===== src/aeg_pkg.sv =====
// Purpose: Constants for the extended-input and reference-gate control block
// Assumes: Classic Wishbone slave, 32-bit data, byte addresses
// Notes:   Register layout and timing counts live here only
//
// Overview of operation
// - Extended pins only in one-shot/repeat modes
// - Select 00 none, 01 pin a, 10 pin b, 11 loop
// - Pin a result goes to first register
// - Pin b to second, first when DMA mode
// - Loop mode routes main channel out pin a
// - Loop mode stores pin b in channel register
// - Reference bit connects ladder when one
// - Reference bit leaves D/A reference alone
// - DMA mode stores all results first register
// - Software trigger starts on start bit write
package aeg_pkg;
   // ----------------------------------------------------------------
   // Register offsets
   // ----------------------------------------------------------------
   localparam logic [7:0] ADR_CTRL0 = 8'h00;
   localparam logic [7:0] ADR_CTRL1 = 8'h04;
   localparam logic [7:0] ADR_CTRL3 = 8'h08;
   localparam logic [7:0] ADR_SAMPLE = 8'h0C;
   localparam logic [7:0] ADR_RES_BASE = 8'h20;
   localparam logic [7:0] ADR_RES_LAST = 8'h3C;

   // ----------------------------------------------------------------
   // Field positions
   // ----------------------------------------------------------------
   localparam int C0_START = 0;
   localparam int C0_TRIG = 1;
   localparam int C0_BUSY = 2;
   localparam int C0_CH_LO = 4;
   localparam int C0_CH_HI = 6;
   localparam int C0_MODE_LO = 8;
   localparam int C0_MODE_HI = 9;
   localparam int C1_SEL_LO = 0;
   localparam int C1_SEL_HI = 1;
   localparam int C1_REF = 2;
   localparam int C3_DMA = 0;

   // ----------------------------------------------------------------
   // Reset values and encodings
   // ----------------------------------------------------------------
   localparam logic [31:0] CTRL_RST = 32'h0000_0000;
   localparam logic [9:0] RES_RST = 10'h000;
   localparam int RES_W = 10;
   localparam int NCH = 8;

   typedef enum logic [1:0] {
      AEG_MODE_ONESHOT = 2'b00,
      AEG_MODE_REPEAT = 2'b01,
      AEG_MODE_SWEEP = 2'b10,
      AEG_MODE_SWEEP_R = 2'b11
   } aeg_mode_t;

   typedef enum logic [1:0] {
      AEG_SEL_NONE = 2'b00,
      AEG_SEL_PIN_A = 2'b01,
      AEG_SEL_PIN_B = 2'b10,
      AEG_SEL_LOOP = 2'b11
   } aeg_sel_t;

   // ----------------------------------------------------------------
   // Timing: conversion time per sample
   // ----------------------------------------------------------------
   localparam int CLK_MHZ = 100;
   localparam int CONV_NS = 330;
   localparam int CONV_CYC = (CONV_NS * CLK_MHZ + 999) / 1000;
endpackage


===== src/aeg_route_if.sv =====
// Purpose: Routing decision carried from decoder to control block
// Assumes: One clock domain
// Notes:   Decoder drives, top reads
`timescale 1ns/1ns
`default_nettype none
interface aeg_route_if;
   logic ext_a_in;
   logic ext_a_out;
   logic ext_b_in;
   logic use_ext;
   logic [2:0] dest;
   modport dec(output ext_a_in, output ext_a_out, output ext_b_in, output use_ext, output dest);
   modport ctl(input ext_a_in, input ext_a_out, input ext_b_in, input use_ext, input dest);
endinterface
`default_nettype wire


===== src/aeg_ctrl.sv =====
// Purpose: Extended analog input routing and reference ladder gate
// Assumes: Classic Wishbone slave; sample value supplied by analog core
// Notes:   One ack answers each read or write; unmapped reads return zero
`timescale 1ns/1ns
`default_nettype none
module aeg_ctrl (
   input wire logic clk_i,
   input wire logic rst_i,
   input wire logic wb_cyc_i,
   input wire logic wb_stb_i,
   input wire logic wb_we_i,
   input wire logic [7:0] wb_adr_i,
   input wire logic [3:0] wb_sel_i,
   input wire logic [31:0] wb_dat_i,
   output logic [31:0] wb_dat_o,
   output logic wb_ack_o,
   input wire logic [9:0] sample_i,
   input wire logic hw_trig_i,
   output logic ladder_connect_o,
   output logic ext_analog_pin_a_in_o,
   output logic ext_analog_pin_a_out_o,
   output logic ext_analog_pin_b_in_o,
   output logic [2:0] mux_chan_o,
   output logic busy_o,
   output logic done_o
);
   // ----------------------------------------------------------------
   // State and registers
   // ----------------------------------------------------------------
   typedef enum logic [0:0] {
      AEG_IDLE = 1'b0,
      AEG_CONV = 1'b1
   } aeg_state_t;

   aeg_state_t state_reg, state_next;
   logic [8:0] cnt_reg, cnt_next;
   logic start_reg, start_next;
   logic trig_reg, trig_next;
   logic [2:0] chan_reg, chan_next;
   logic [1:0] mode_reg, mode_next;
   logic [1:0] sel_reg, sel_next;
   logic ref_reg, ref_next;
   logic dma_mode_flag_reg, dma_mode_flag_next;
   logic [9:0] res_reg [aeg_pkg::NCH];
   logic [9:0] res_next [aeg_pkg::NCH];
   logic [2:0] dest_reg, dest_next;
   logic ack_reg, ack_next;
   logic [31:0] dat_reg, dat_next;
   logic done_reg, done_next;
   logic a_in_reg, a_out_reg, b_in_reg;
   logic [2:0] mux_reg;

   aeg_route_if rt();

   aeg_route_dec u_dec (
      .mode_i(mode_reg),
      .sel_i(sel_reg),
      .chan_i(chan_reg),
      .dma_i(dma_mode_flag_reg),
      .rt(rt)
   );

   logic req;
   logic wr;
   logic [31:0] wmask;
   logic finish;
   assign req = wb_cyc_i && wb_stb_i && !ack_reg;
   assign wr = req && wb_we_i;
   assign wmask = {{8{wb_sel_i[3]}}, {8{wb_sel_i[2]}}, {8{wb_sel_i[1]}}, {8{wb_sel_i[0]}}};
   assign finish = (state_reg == AEG_CONV) && (cnt_reg == 9'd0);

   // ----------------------------------------------------------------
   // Register bus and control next values
   // ----------------------------------------------------------------
   // Busy bit is read-only; start bit self-clears when a one-shot ends
   always_comb begin
      logic [31:0] c0;
      logic [31:0] c1;
      logic [31:0] nv;
      c0 = 32'h0000_0000;
      c1 = 32'h0000_0000;
      nv = 32'h0000_0000;
      c0[aeg_pkg::C0_START] = start_reg;
      c0[aeg_pkg::C0_TRIG] = trig_reg;
      c0[aeg_pkg::C0_BUSY] = (state_reg == AEG_CONV);
      c0[aeg_pkg::C0_CH_HI:aeg_pkg::C0_CH_LO] = chan_reg;
      c0[aeg_pkg::C0_MODE_HI:aeg_pkg::C0_MODE_LO] = mode_reg;
      c1[aeg_pkg::C1_SEL_HI:aeg_pkg::C1_SEL_LO] = sel_reg;
      c1[aeg_pkg::C1_REF] = ref_reg;
      start_next = start_reg;
      trig_next = trig_reg;
      chan_next = chan_reg;
      mode_next = mode_reg;
      sel_next = sel_reg;
      ref_next = ref_reg;
      dma_mode_flag_next = dma_mode_flag_reg;
      ack_next = req;
      dat_next = 32'h0000_0000;
      if (req && !wb_we_i) begin
         if (wb_adr_i == aeg_pkg::ADR_CTRL0) begin
            dat_next = c0;
         end else if (wb_adr_i == aeg_pkg::ADR_CTRL1) begin
            dat_next = c1;
         end else if (wb_adr_i == aeg_pkg::ADR_CTRL3) begin
            dat_next = {31'h0, dma_mode_flag_reg};
         end else if (wb_adr_i >= aeg_pkg::ADR_RES_BASE &&
                      wb_adr_i <= aeg_pkg::ADR_RES_LAST && wb_adr_i[1:0] == 2'b00) begin
            dat_next = {22'h0, res_reg[wb_adr_i[4:2]]};
         end
      end
      if (finish && mode_reg == aeg_pkg::AEG_MODE_ONESHOT) begin
         start_next = 1'b0;
      end
      if (wr && wb_adr_i == aeg_pkg::ADR_CTRL0) begin
         nv = (c0 & ~wmask) | (wb_dat_i & wmask);
         start_next = nv[aeg_pkg::C0_START];
         trig_next = nv[aeg_pkg::C0_TRIG];
         chan_next = nv[aeg_pkg::C0_CH_HI:aeg_pkg::C0_CH_LO];
         mode_next = nv[aeg_pkg::C0_MODE_HI:aeg_pkg::C0_MODE_LO];
      end
      if (wr && wb_adr_i == aeg_pkg::ADR_CTRL1) begin
         nv = (c1 & ~wmask) | (wb_dat_i & wmask);
         sel_next = nv[aeg_pkg::C1_SEL_HI:aeg_pkg::C1_SEL_LO];
         ref_next = nv[aeg_pkg::C1_REF];
      end
      if (wr && wb_adr_i == aeg_pkg::ADR_CTRL3 && wb_sel_i[0]) begin
         dma_mode_flag_next = wb_dat_i[aeg_pkg::C3_DMA];
      end
   end

   // ----------------------------------------------------------------
   // Conversion sequencer
   // ----------------------------------------------------------------
   // Start only with the ladder already connected; an unpowered ladder gives junk
   always_comb begin
      logic go;
      go = start_reg && ref_reg && (!trig_reg || hw_trig_i);
      state_next = state_reg;
      cnt_next = cnt_reg;
      dest_next = dest_reg;
      done_next = 1'b0;
      for (int i = 0; i < aeg_pkg::NCH; i++) begin
         res_next[i] = res_reg[i];
      end
      unique case (state_reg)
         AEG_IDLE: begin
            if (go) begin
               state_next = AEG_CONV;
               cnt_next = 9'(aeg_pkg::CONV_CYC - 1);
               dest_next = rt.dest;
            end
         end
         AEG_CONV: begin
            if (!start_reg) begin
               state_next = AEG_IDLE;
            end else if (cnt_reg != 9'd0) begin
               cnt_next = cnt_reg - 9'd1;
            end else begin
               res_next[dest_reg] = sample_i;
               done_next = 1'b1;
               state_next = AEG_IDLE;
            end
         end
      endcase
   end

   // ----------------------------------------------------------------
   // Registers
   // ----------------------------------------------------------------
   always_ff @(posedge clk_i) begin
      if (rst_i) begin
         state_reg <= AEG_IDLE;
         cnt_reg <= 9'd0;
         start_reg <= 1'b0;
         trig_reg <= 1'b0;
         chan_reg <= 3'd0;
         mode_reg <= 2'b00;
         sel_reg <= 2'b00;
         ref_reg <= 1'b0;
         dma_mode_flag_reg <= 1'b0;
         dest_reg <= 3'd0;
         ack_reg <= 1'b0;
         dat_reg <= aeg_pkg::CTRL_RST;
         done_reg <= 1'b0;
         a_in_reg <= 1'b0;
         a_out_reg <= 1'b0;
         b_in_reg <= 1'b0;
         mux_reg <= 3'd0;
         for (int i = 0; i < aeg_pkg::NCH; i++) begin
            res_reg[i] <= aeg_pkg::RES_RST;
         end
      end else begin
         state_reg <= state_next;
         cnt_reg <= cnt_next;
         start_reg <= start_next;
         trig_reg <= trig_next;
         chan_reg <= chan_next;
         mode_reg <= mode_next;
         sel_reg <= sel_next;
         ref_reg <= ref_next;
         dma_mode_flag_reg <= dma_mode_flag_next;
         dest_reg <= dest_next;
         ack_reg <= ack_next;
         dat_reg <= dat_next;
         done_reg <= done_next;
         a_in_reg <= rt.ext_a_in;
         a_out_reg <= rt.ext_a_out;
         b_in_reg <= rt.ext_b_in;
         mux_reg <= chan_reg;
         for (int i = 0; i < aeg_pkg::NCH; i++) begin
            res_reg[i] <= res_next[i];
         end
      end
   end

   // Ladder gate only; D/A reference is outside this block
   assign ladder_connect_o = ref_reg;
   assign ext_analog_pin_a_in_o = a_in_reg;
   assign ext_analog_pin_a_out_o = a_out_reg;
   assign ext_analog_pin_b_in_o = b_in_reg;
   assign mux_chan_o = mux_reg;
   assign busy_o = (state_reg == AEG_CONV);
   assign done_o = done_reg;
   assign wb_ack_o = ack_reg;
   assign wb_dat_o = dat_reg;

   // ----------------------------------------------------------------
   // Assertions
   // ----------------------------------------------------------------
   // Cycles spent converting, counted apart from the sequencer's own counter
   logic [8:0] age_reg, age_next;

   always_comb begin
      age_next = age_reg;
      if (state_reg == AEG_IDLE && state_next == AEG_CONV) begin
         age_next = 9'd0;
      end else if (state_reg == AEG_CONV) begin
         age_next = age_reg + 9'd1;
      end
   end

   // Helper register only; it feeds nothing but the checks below
   always_ff @(posedge clk_i) begin
      if (rst_i) begin
         age_reg <= 9'd0;
      end else begin
         age_reg <= age_next;
      end
   end
endmodule // aeg_ctrl
`default_nettype wire


===== src/aeg_route_dec.sv =====
// Purpose: Decode extended-pin select into pin roles and result slot
// Assumes: Mode, select, channel and DMA flag are registered
// Notes:   Pure combinational
`timescale 1ns/1ns
`default_nettype none
module aeg_route_dec (
   input wire logic [1:0] mode_i,
   input wire logic [1:0] sel_i,
   input wire logic [2:0] chan_i,
   input wire logic dma_i,
   aeg_route_if.dec rt
);
   // ----------------------------------------------------------------
   // Pin roles and destination
   // ----------------------------------------------------------------
   // Sweep modes ignore the select field entirely
   always_comb begin
      logic single;
      single = (mode_i == aeg_pkg::AEG_MODE_ONESHOT) ||
               (mode_i == aeg_pkg::AEG_MODE_REPEAT);
      rt.ext_a_in = 1'b0;
      rt.ext_a_out = 1'b0;
      rt.ext_b_in = 1'b0;
      rt.use_ext = 1'b0;
      rt.dest = chan_i;
      if (single) begin
         unique case (sel_i)
            aeg_pkg::AEG_SEL_NONE: begin
               rt.dest = chan_i;
            end
            aeg_pkg::AEG_SEL_PIN_A: begin
               rt.ext_a_in = 1'b1;
               rt.use_ext = 1'b1;
               rt.dest = 3'd0;
            end
            aeg_pkg::AEG_SEL_PIN_B: begin
               rt.ext_b_in = 1'b1;
               rt.use_ext = 1'b1;
               rt.dest = 3'd1;
            end
            aeg_pkg::AEG_SEL_LOOP: begin
               rt.ext_a_out = 1'b1;
               rt.ext_b_in = 1'b1;
               rt.use_ext = 1'b1;
               rt.dest = chan_i;
            end
         endcase
      end
      if (dma_i) begin
         rt.dest = 3'd0;
      end
   end
endmodule // aeg_route_dec
`default_nettype wire


===== config.mk =====
export PLATFORM = sky130hd
export DESIGN_NAME = aeg_ctrl
export DESIGN_NICKNAME = d
export VERILOG_FILES = /design/src/aeg_pkg.sv /design/src/aeg_route_if.sv /design/src/aeg_ctrl.sv /design/src/aeg_route_dec.sv
export SDC_FILE = /design/constraint.sdc
export NUM_CORES = 1
export LEC_CHECK = 0
export ABC_AREA = 1
export BUFFER_PORTS_ARGS = -buffer_cell sky130_fd_sc_hd__clkbuf_2
export CORE_ASPECT_RATIO = 1.25
export CORE_UTILIZATION = 25
export CTS_BUF_LIST = sky130_fd_sc_hd__clkbuf_2
export DETAILED_ROUTE_END_ITERATION = 8
export GPL_ROUTABILITY_DRIVEN = 0
export HOLD_SLACK_MARGIN = 0.1
export SETUP_SLACK_MARGIN = 0.1
export SYNTH_ARGS = -nofsm -noshare
export SYNTH_HDL_FRONTEND = slang
export SYNTH_SLANG_ARGS = --single-unit

===== constraint.sdc =====
create_clock -name clk_i -period 2.19 [get_ports clk_i]
set_input_delay 0.3285 -clock clk_i [delete_from_list [all_inputs] [get_ports clk_i]]
set_output_delay 0.3285 -clock clk_i [all_outputs]
set_load 0.01 [all_outputs]

After elaboration in Yosys (flattened, before gate mapping)
Memory sizes are Yosys's and may differ from the RTL's.
Index checks and enable logic that the tools add are counted.
{ "classes": {"addsub": 1, "bitwise": 20, "n_reduce_logical": 36, "eq_ne": 9, "magnitude_cmp": 4, "muxes": 38} }
{ "op_table": {"columns": ["cell", "count"], "rows": [
  ["80-bit 2-to-1 mux", 3],
  ["10-bit 2-to-1 mux", 13],
  ["80-bit bitwise mux", 1],
  ["10-bit demux with 3-bit select", 1],
  ["9-bit 2-to-1 mux", 3],
  ["10-bit AND", 2],
  ["9-bit one-hot mux with 2 select lines", 1],
  ["1-bit logical AND", 15],
  ["1-bit 2-to-1 mux", 12],
  ["10-bit NOT", 1],
  ["10-bit OR", 1],
  ["9-bit zero test", 1],
  ["3-bit one-hot mux with 3 select lines", 1],
  ["9-bit nonzero test", 1],
  ["9-bit by 1-bit subtractor with 9-bit output (second input constant)", 1],
  ["8-bit by 3-bit equality test with 1-bit output (second input constant)", 1],
  ["8-bit by 4-bit equality test with 1-bit output (second input constant)", 1],
  ["8-bit by 6-bit greater-or-equal comparator with 1-bit output (second input constant)", 1],
  ["8-bit by 6-bit <= comparator with 1-bit output (second input constant)", 1],
  ["8-bit zero test", 1],
  ["1-bit OR", 8],
  ["2-bit OR reduction", 4],
  ["2-bit zero test", 3],
  ["3-bit 2-to-1 mux", 2],
  ["other kinds (19)", 29]
]} }
{ "word_totals": {"elab_cells": 128, "out_inout_bits": 42, "memories": 1, "ram_bits": 80, "input_bits": 60, "register_bits": 64} }
{ "mem_list": {"columns": ["name", "depth", "word_bits", "rd", "rd_clocked_by_memory_dff", "write_ports", "line", "source"], "rows": [
  ["res_reg", 8, 10, 9, 0, 8, "aeg_ctrl.sv:44", "logic [9:0] res_reg [aeg_pkg::NCH];"]
]} }

Depth between registers and ports, before layout
{ "depth": {"ltp_word": 10, "ltp_mapped": 11, "ltp_nobuf": 10} }

By module
A second synthesis with hierarchy kept.
{ "hier_totals": {"hier_cells": 974, "area_unflattened_um2": 6174.7} }
{ "modules_own_cells": {"columns": ["module", "area_each_um2", "instances", "cells_per_inst", "seq_area_each_um2"], "rows": [
  ["aeg_ctrl", 6037.0, 1, 948, 2442.3],
  ["aeg_route_dec", 137.6, 1, 26, 0.0]
]} }

Least setup slack after synthesis
No wires, ideal clock.
{ "synth_path": {"path_type": "flip-flop to flip-flop", "startpoint": "register cnt_reg[0]", "endpoint": "memory res_reg[1][0]", "setup_ns": 0.113, "synth_period_minus_slack_ns": 1.472, "setup_slack_ns": 0.718, "t_required_ns": 2.077, "path_stages_with_launch": 9, "t_arrival_ns": 1.359, "n_path_buf": 1, "cell_sequence": "dfxtp_1 inv_1 ha_1 nand2_2 nor2_8 nand4_2 buf_2 nor2_1 nor2_1"} }
{ "synth_rtl": {"columns": ["element", "line", "source"], "rows": [
  ["from (decl)", "aeg_ctrl.sv:36", "logic [8:0] cnt_reg, cnt_next;"],
  ["from (signal assigned)", "aeg_ctrl.sv:194", "cnt_reg <= cnt_next;"],
  ["to (decl)", "aeg_ctrl.sv:44", null]
]} }

Worst setup path after layout
{ "layout_path": {"startpoint": "input wb_adr_i[5]", "endpoint": "register start_reg"} }
{ "layout_between": {"elab_chain_cells": 3, "word_cells_on_any_way": 4, "cone_classes": "mux: 1; reduce/logical: 3"} }
{ "layout_rtl": {"columns": ["element", "line", "source"], "rows": [
  ["from (decl)", "aeg_ctrl.sv:12", "input wire logic [7:0] wb_adr_i,"],
  ["8-bit zero test *", "aeg_ctrl.sv:114", "if (wr && wb_adr_i == aeg_pkg::ADR_CTRL0) begin"],
  ["1-bit logical AND *", "aeg_ctrl.sv:114", null],
  ["1-bit 2-to-1 mux / 2-bit nonzero test (equally long branches)", null, null],
  ["to (signal assigned)", "aeg_ctrl.sv:195", "start_reg <= start_next;"],
  ["to (decl)", "aeg_ctrl.sv:37", "logic start_reg, start_next;"]
]} }
Every way passes the cells marked *; elsewhere a longest branch is shown, timed or not.
A chain may end at the register's enable or synchronous reset.

==> impl_metrics.ini <==
[synth]
ys_ff_latch = 122
syn_inst = 943
ys_seq_area_frac = 0.4024
yosysUniqueCellTypes = 35
synth_top_area_cell = dfxtp_1
synth.area.top_cells = dfxtp_1 40%, nand2_1 17%, nor2_1 14%, inv_1 7.1%, buf_4 2.7%
syn_area_per_cell_um2 = 6.436
synth_top_area_frac = 0.4024
syn_area_mm2 = 0.006070
ys_warn_count = 0

[pwr]
fin_total_pwr_w = 0.003938
power_leakage_nw = 3.787
combPwrFrac = 0.071
swShare = 0.2778
peakVddDrop_v = 0.0001976
p_clk_frac = 0.364
p_per_area_mw_per_mm2 = 550.1
power_frac_seq = 0.565
p_int_w = 0.002844
power_switching_w = 0.001094

[sta]
relSlewSlack = 0.6112
hold_slack_ns = 0.1919
setup_viol = 0
hold_viol = 0
min_period_ns = 1.988
fin_crit_sh = 0.9077
max_freq_mhz = 503.1
drv_slew = 0
tightest_slew_ns = 0.5818
skew_ns = 0.03765
setup_ws_ns = 0.2022
rsz0062_at_grt = no
tns_ns = 0

[global_route]
grt_pass1_wl_um = 25890
grt_overflow = 0
antenna_found_initial = 3
grt_max_degree = 51
grt_pass1_vias = 5161
grt_usage = 0.1345

[route]
wl_per_cell_um = 11.73
wirelength_um = 16040
wirelength_met1_um = 7614
top_layer = met4
wl_met2_um = 7397
routed-via-count = 5592
dr_wl_met3_um = 828
antenna_left = 0
drt_iter0_drc = 335
firstDrtPassIters = 7
drt-vias-per-instance = 4.091
drc = 0

[worst_setup_path]
required_ns = 2.81
crit_arrival_ns = 2.61
criticalPathCategory = in2reg
reg2reg_depth = 8
regToRegSetupSlack_ns = 0.22
cp_max_fo = 6
crit_path_start_kind = input port
cp-end-kind = flop

[place]
post-place-ws_ns = 0.3633
port-buffer-count = 53
dp_hpwl_um = 10290

[die]
pin_count = 102
fp.dieW_um = 141.4
die_height_um = 176.2
rows = 63
initial_core_util = 0.2550
coreArea_mm2 = 0.02381
dieArea_mm2 = 0.02491

[clocking]
htreeDepth = 4
root_buffer = clkbuf_2
cts.sinks = 122
cts_buffer_depth = 2
clock_latency_ns = 0.72
cts.clk_slew.worst_paths_ns = 0.20
cts_tree = done
cts_made_buffers = 17

[layout]
final_cell_mix = 274 x nand2_1, 219 x nor2_1, 122 x dfxtp_1
largest_register_ffs = 80
layout_commonest_cell = nand2_1
drive_above_1_share = 0.1319
fin_util = 0.3007
nets = 1090
fill_cells = 2640
area.growth.synth_to_final_pct = 17.96

[run]
maxCapViolCount = 0

[hold_path]
min_path_cells = 8
hp-class = in2reg

[outcome]
outcome = finished, final reports clean
-- power by group through the flow --
| stage | combinational, W | sequential, W | clock, W |
|---|---|---|---|
| floorplan | 0.000181 | 0.00227 | 0 |
| global placement | 0.000241 | 0.00227 | 0 |
| detailed placement | 0.000240 | 0.00227 | 0 |
| CTS | 0.000281 | 0.00223 | 0.00149 |
| global route | 0.000315 | 0.00223 | 0.00160 |
| finish | 0.000281 | 0.00223 | 0.00143 |
-- kinds of logic after synthesis --
group / synth area share
buffers and inverters: 0.1470
other: 0.0006178
xor gates and xnor gates: 0.001443
adders and majority gates: 0.008246
and+or+nand+nor: 0.3812
DFF: 0.4024
AOI/OAI and AO/OA: 0.05916
-- layer usage --
metal	global-route usage	vias to the layer above
met1	0.1672	2481
met5	0	-
met3	0.03607	14
li1	-	2966
met4	0.04755	0
met2	0.2224	131
-- cells in the mapped netlist --
cell / instances
nand2_1: 274
nor2_1: 220
dfxtp_1: 122
inv_1: 115
nand3_1: 28
a21oi_1: 24
buf_2: 22
buf_4: 22
o21ai_0: 20
clkbuf_2: 10
nand4_1: 10
o22ai_1: 9
buf_6: 8
nand4_2: 8
inv_2: 6
o21ai_1: 6
clkbuf_1: 5
nor2_2: 5
ha_1: 4
nor3_1: 4
nand2_2: 3
a211oi_1: 2
o21bai_1: 2
o31ai_1: 2
or2_2: 2
a22oi_1: 1
and3_1: 1
buf_1: 1
conb_1: 1
nand2_4: 1
nand3_4: 1
nand3b_1: 1
nor2_4: 1
nor2_8: 1
xor2_1: 1
-- repair_timing --
item / 4_1_cts / 5_1_grt
hold endpoints to repair: 109 / 0
setup buffers: 0 / 5
hold buffers: 33 / 0
setup endpoints to repair: 0 / 2
gates resized for setup: 0 / 1
-- layout make-up --
type                            instances  area, µm²  area share
Multi-Input combinational cell        653       2816      0.3934
Timing Repair Buffer                  111      795.8      0.1111
Inverter                              121      454.2     0.06344
Sequential cell                       122       2442      0.3411
Clock buffer                           17      85.08     0.01188
Clock inverter                         15      151.4     0.02115
Tap cell                              325      406.6     0.05680
Antenna cell                            3      7.507    0.001049
-- critical path, stage by stage --
cell,delay (ns)
dlygate4sd3_1,0.54
clkbuf_2,0.11
inv_1,0.08
nand2_1,0.07
nor2_2,0.18
nand2_1,0.16
nor2_2,0.24
inv_2,0.10
o21ai_0,0.18
nor2_1,0.06
dlygate4sd3_1,0.56
-- through the flow --
stage,area (µm²),std cells
5_1_grt,7157,1366
3_5_place_dp,6545,1294
4_1_cts,7112,1359
3_3_place_gp,6545,1294
2_1_floorplan,6148,964
6_report,7159,1367
-- final timing paths --
kind / endpoint / from
worst max-delay path: start_reg / wb_adr_i[5]
worst min-delay path: wb_dat_o[0] / wb_adr_i[6]
worst max register to register: wb_dat_o[5] / wb_ack_o
worst min register to register: mux_chan_o[2] / flop
Note: power is estimated with default switching activity, not from simulation.
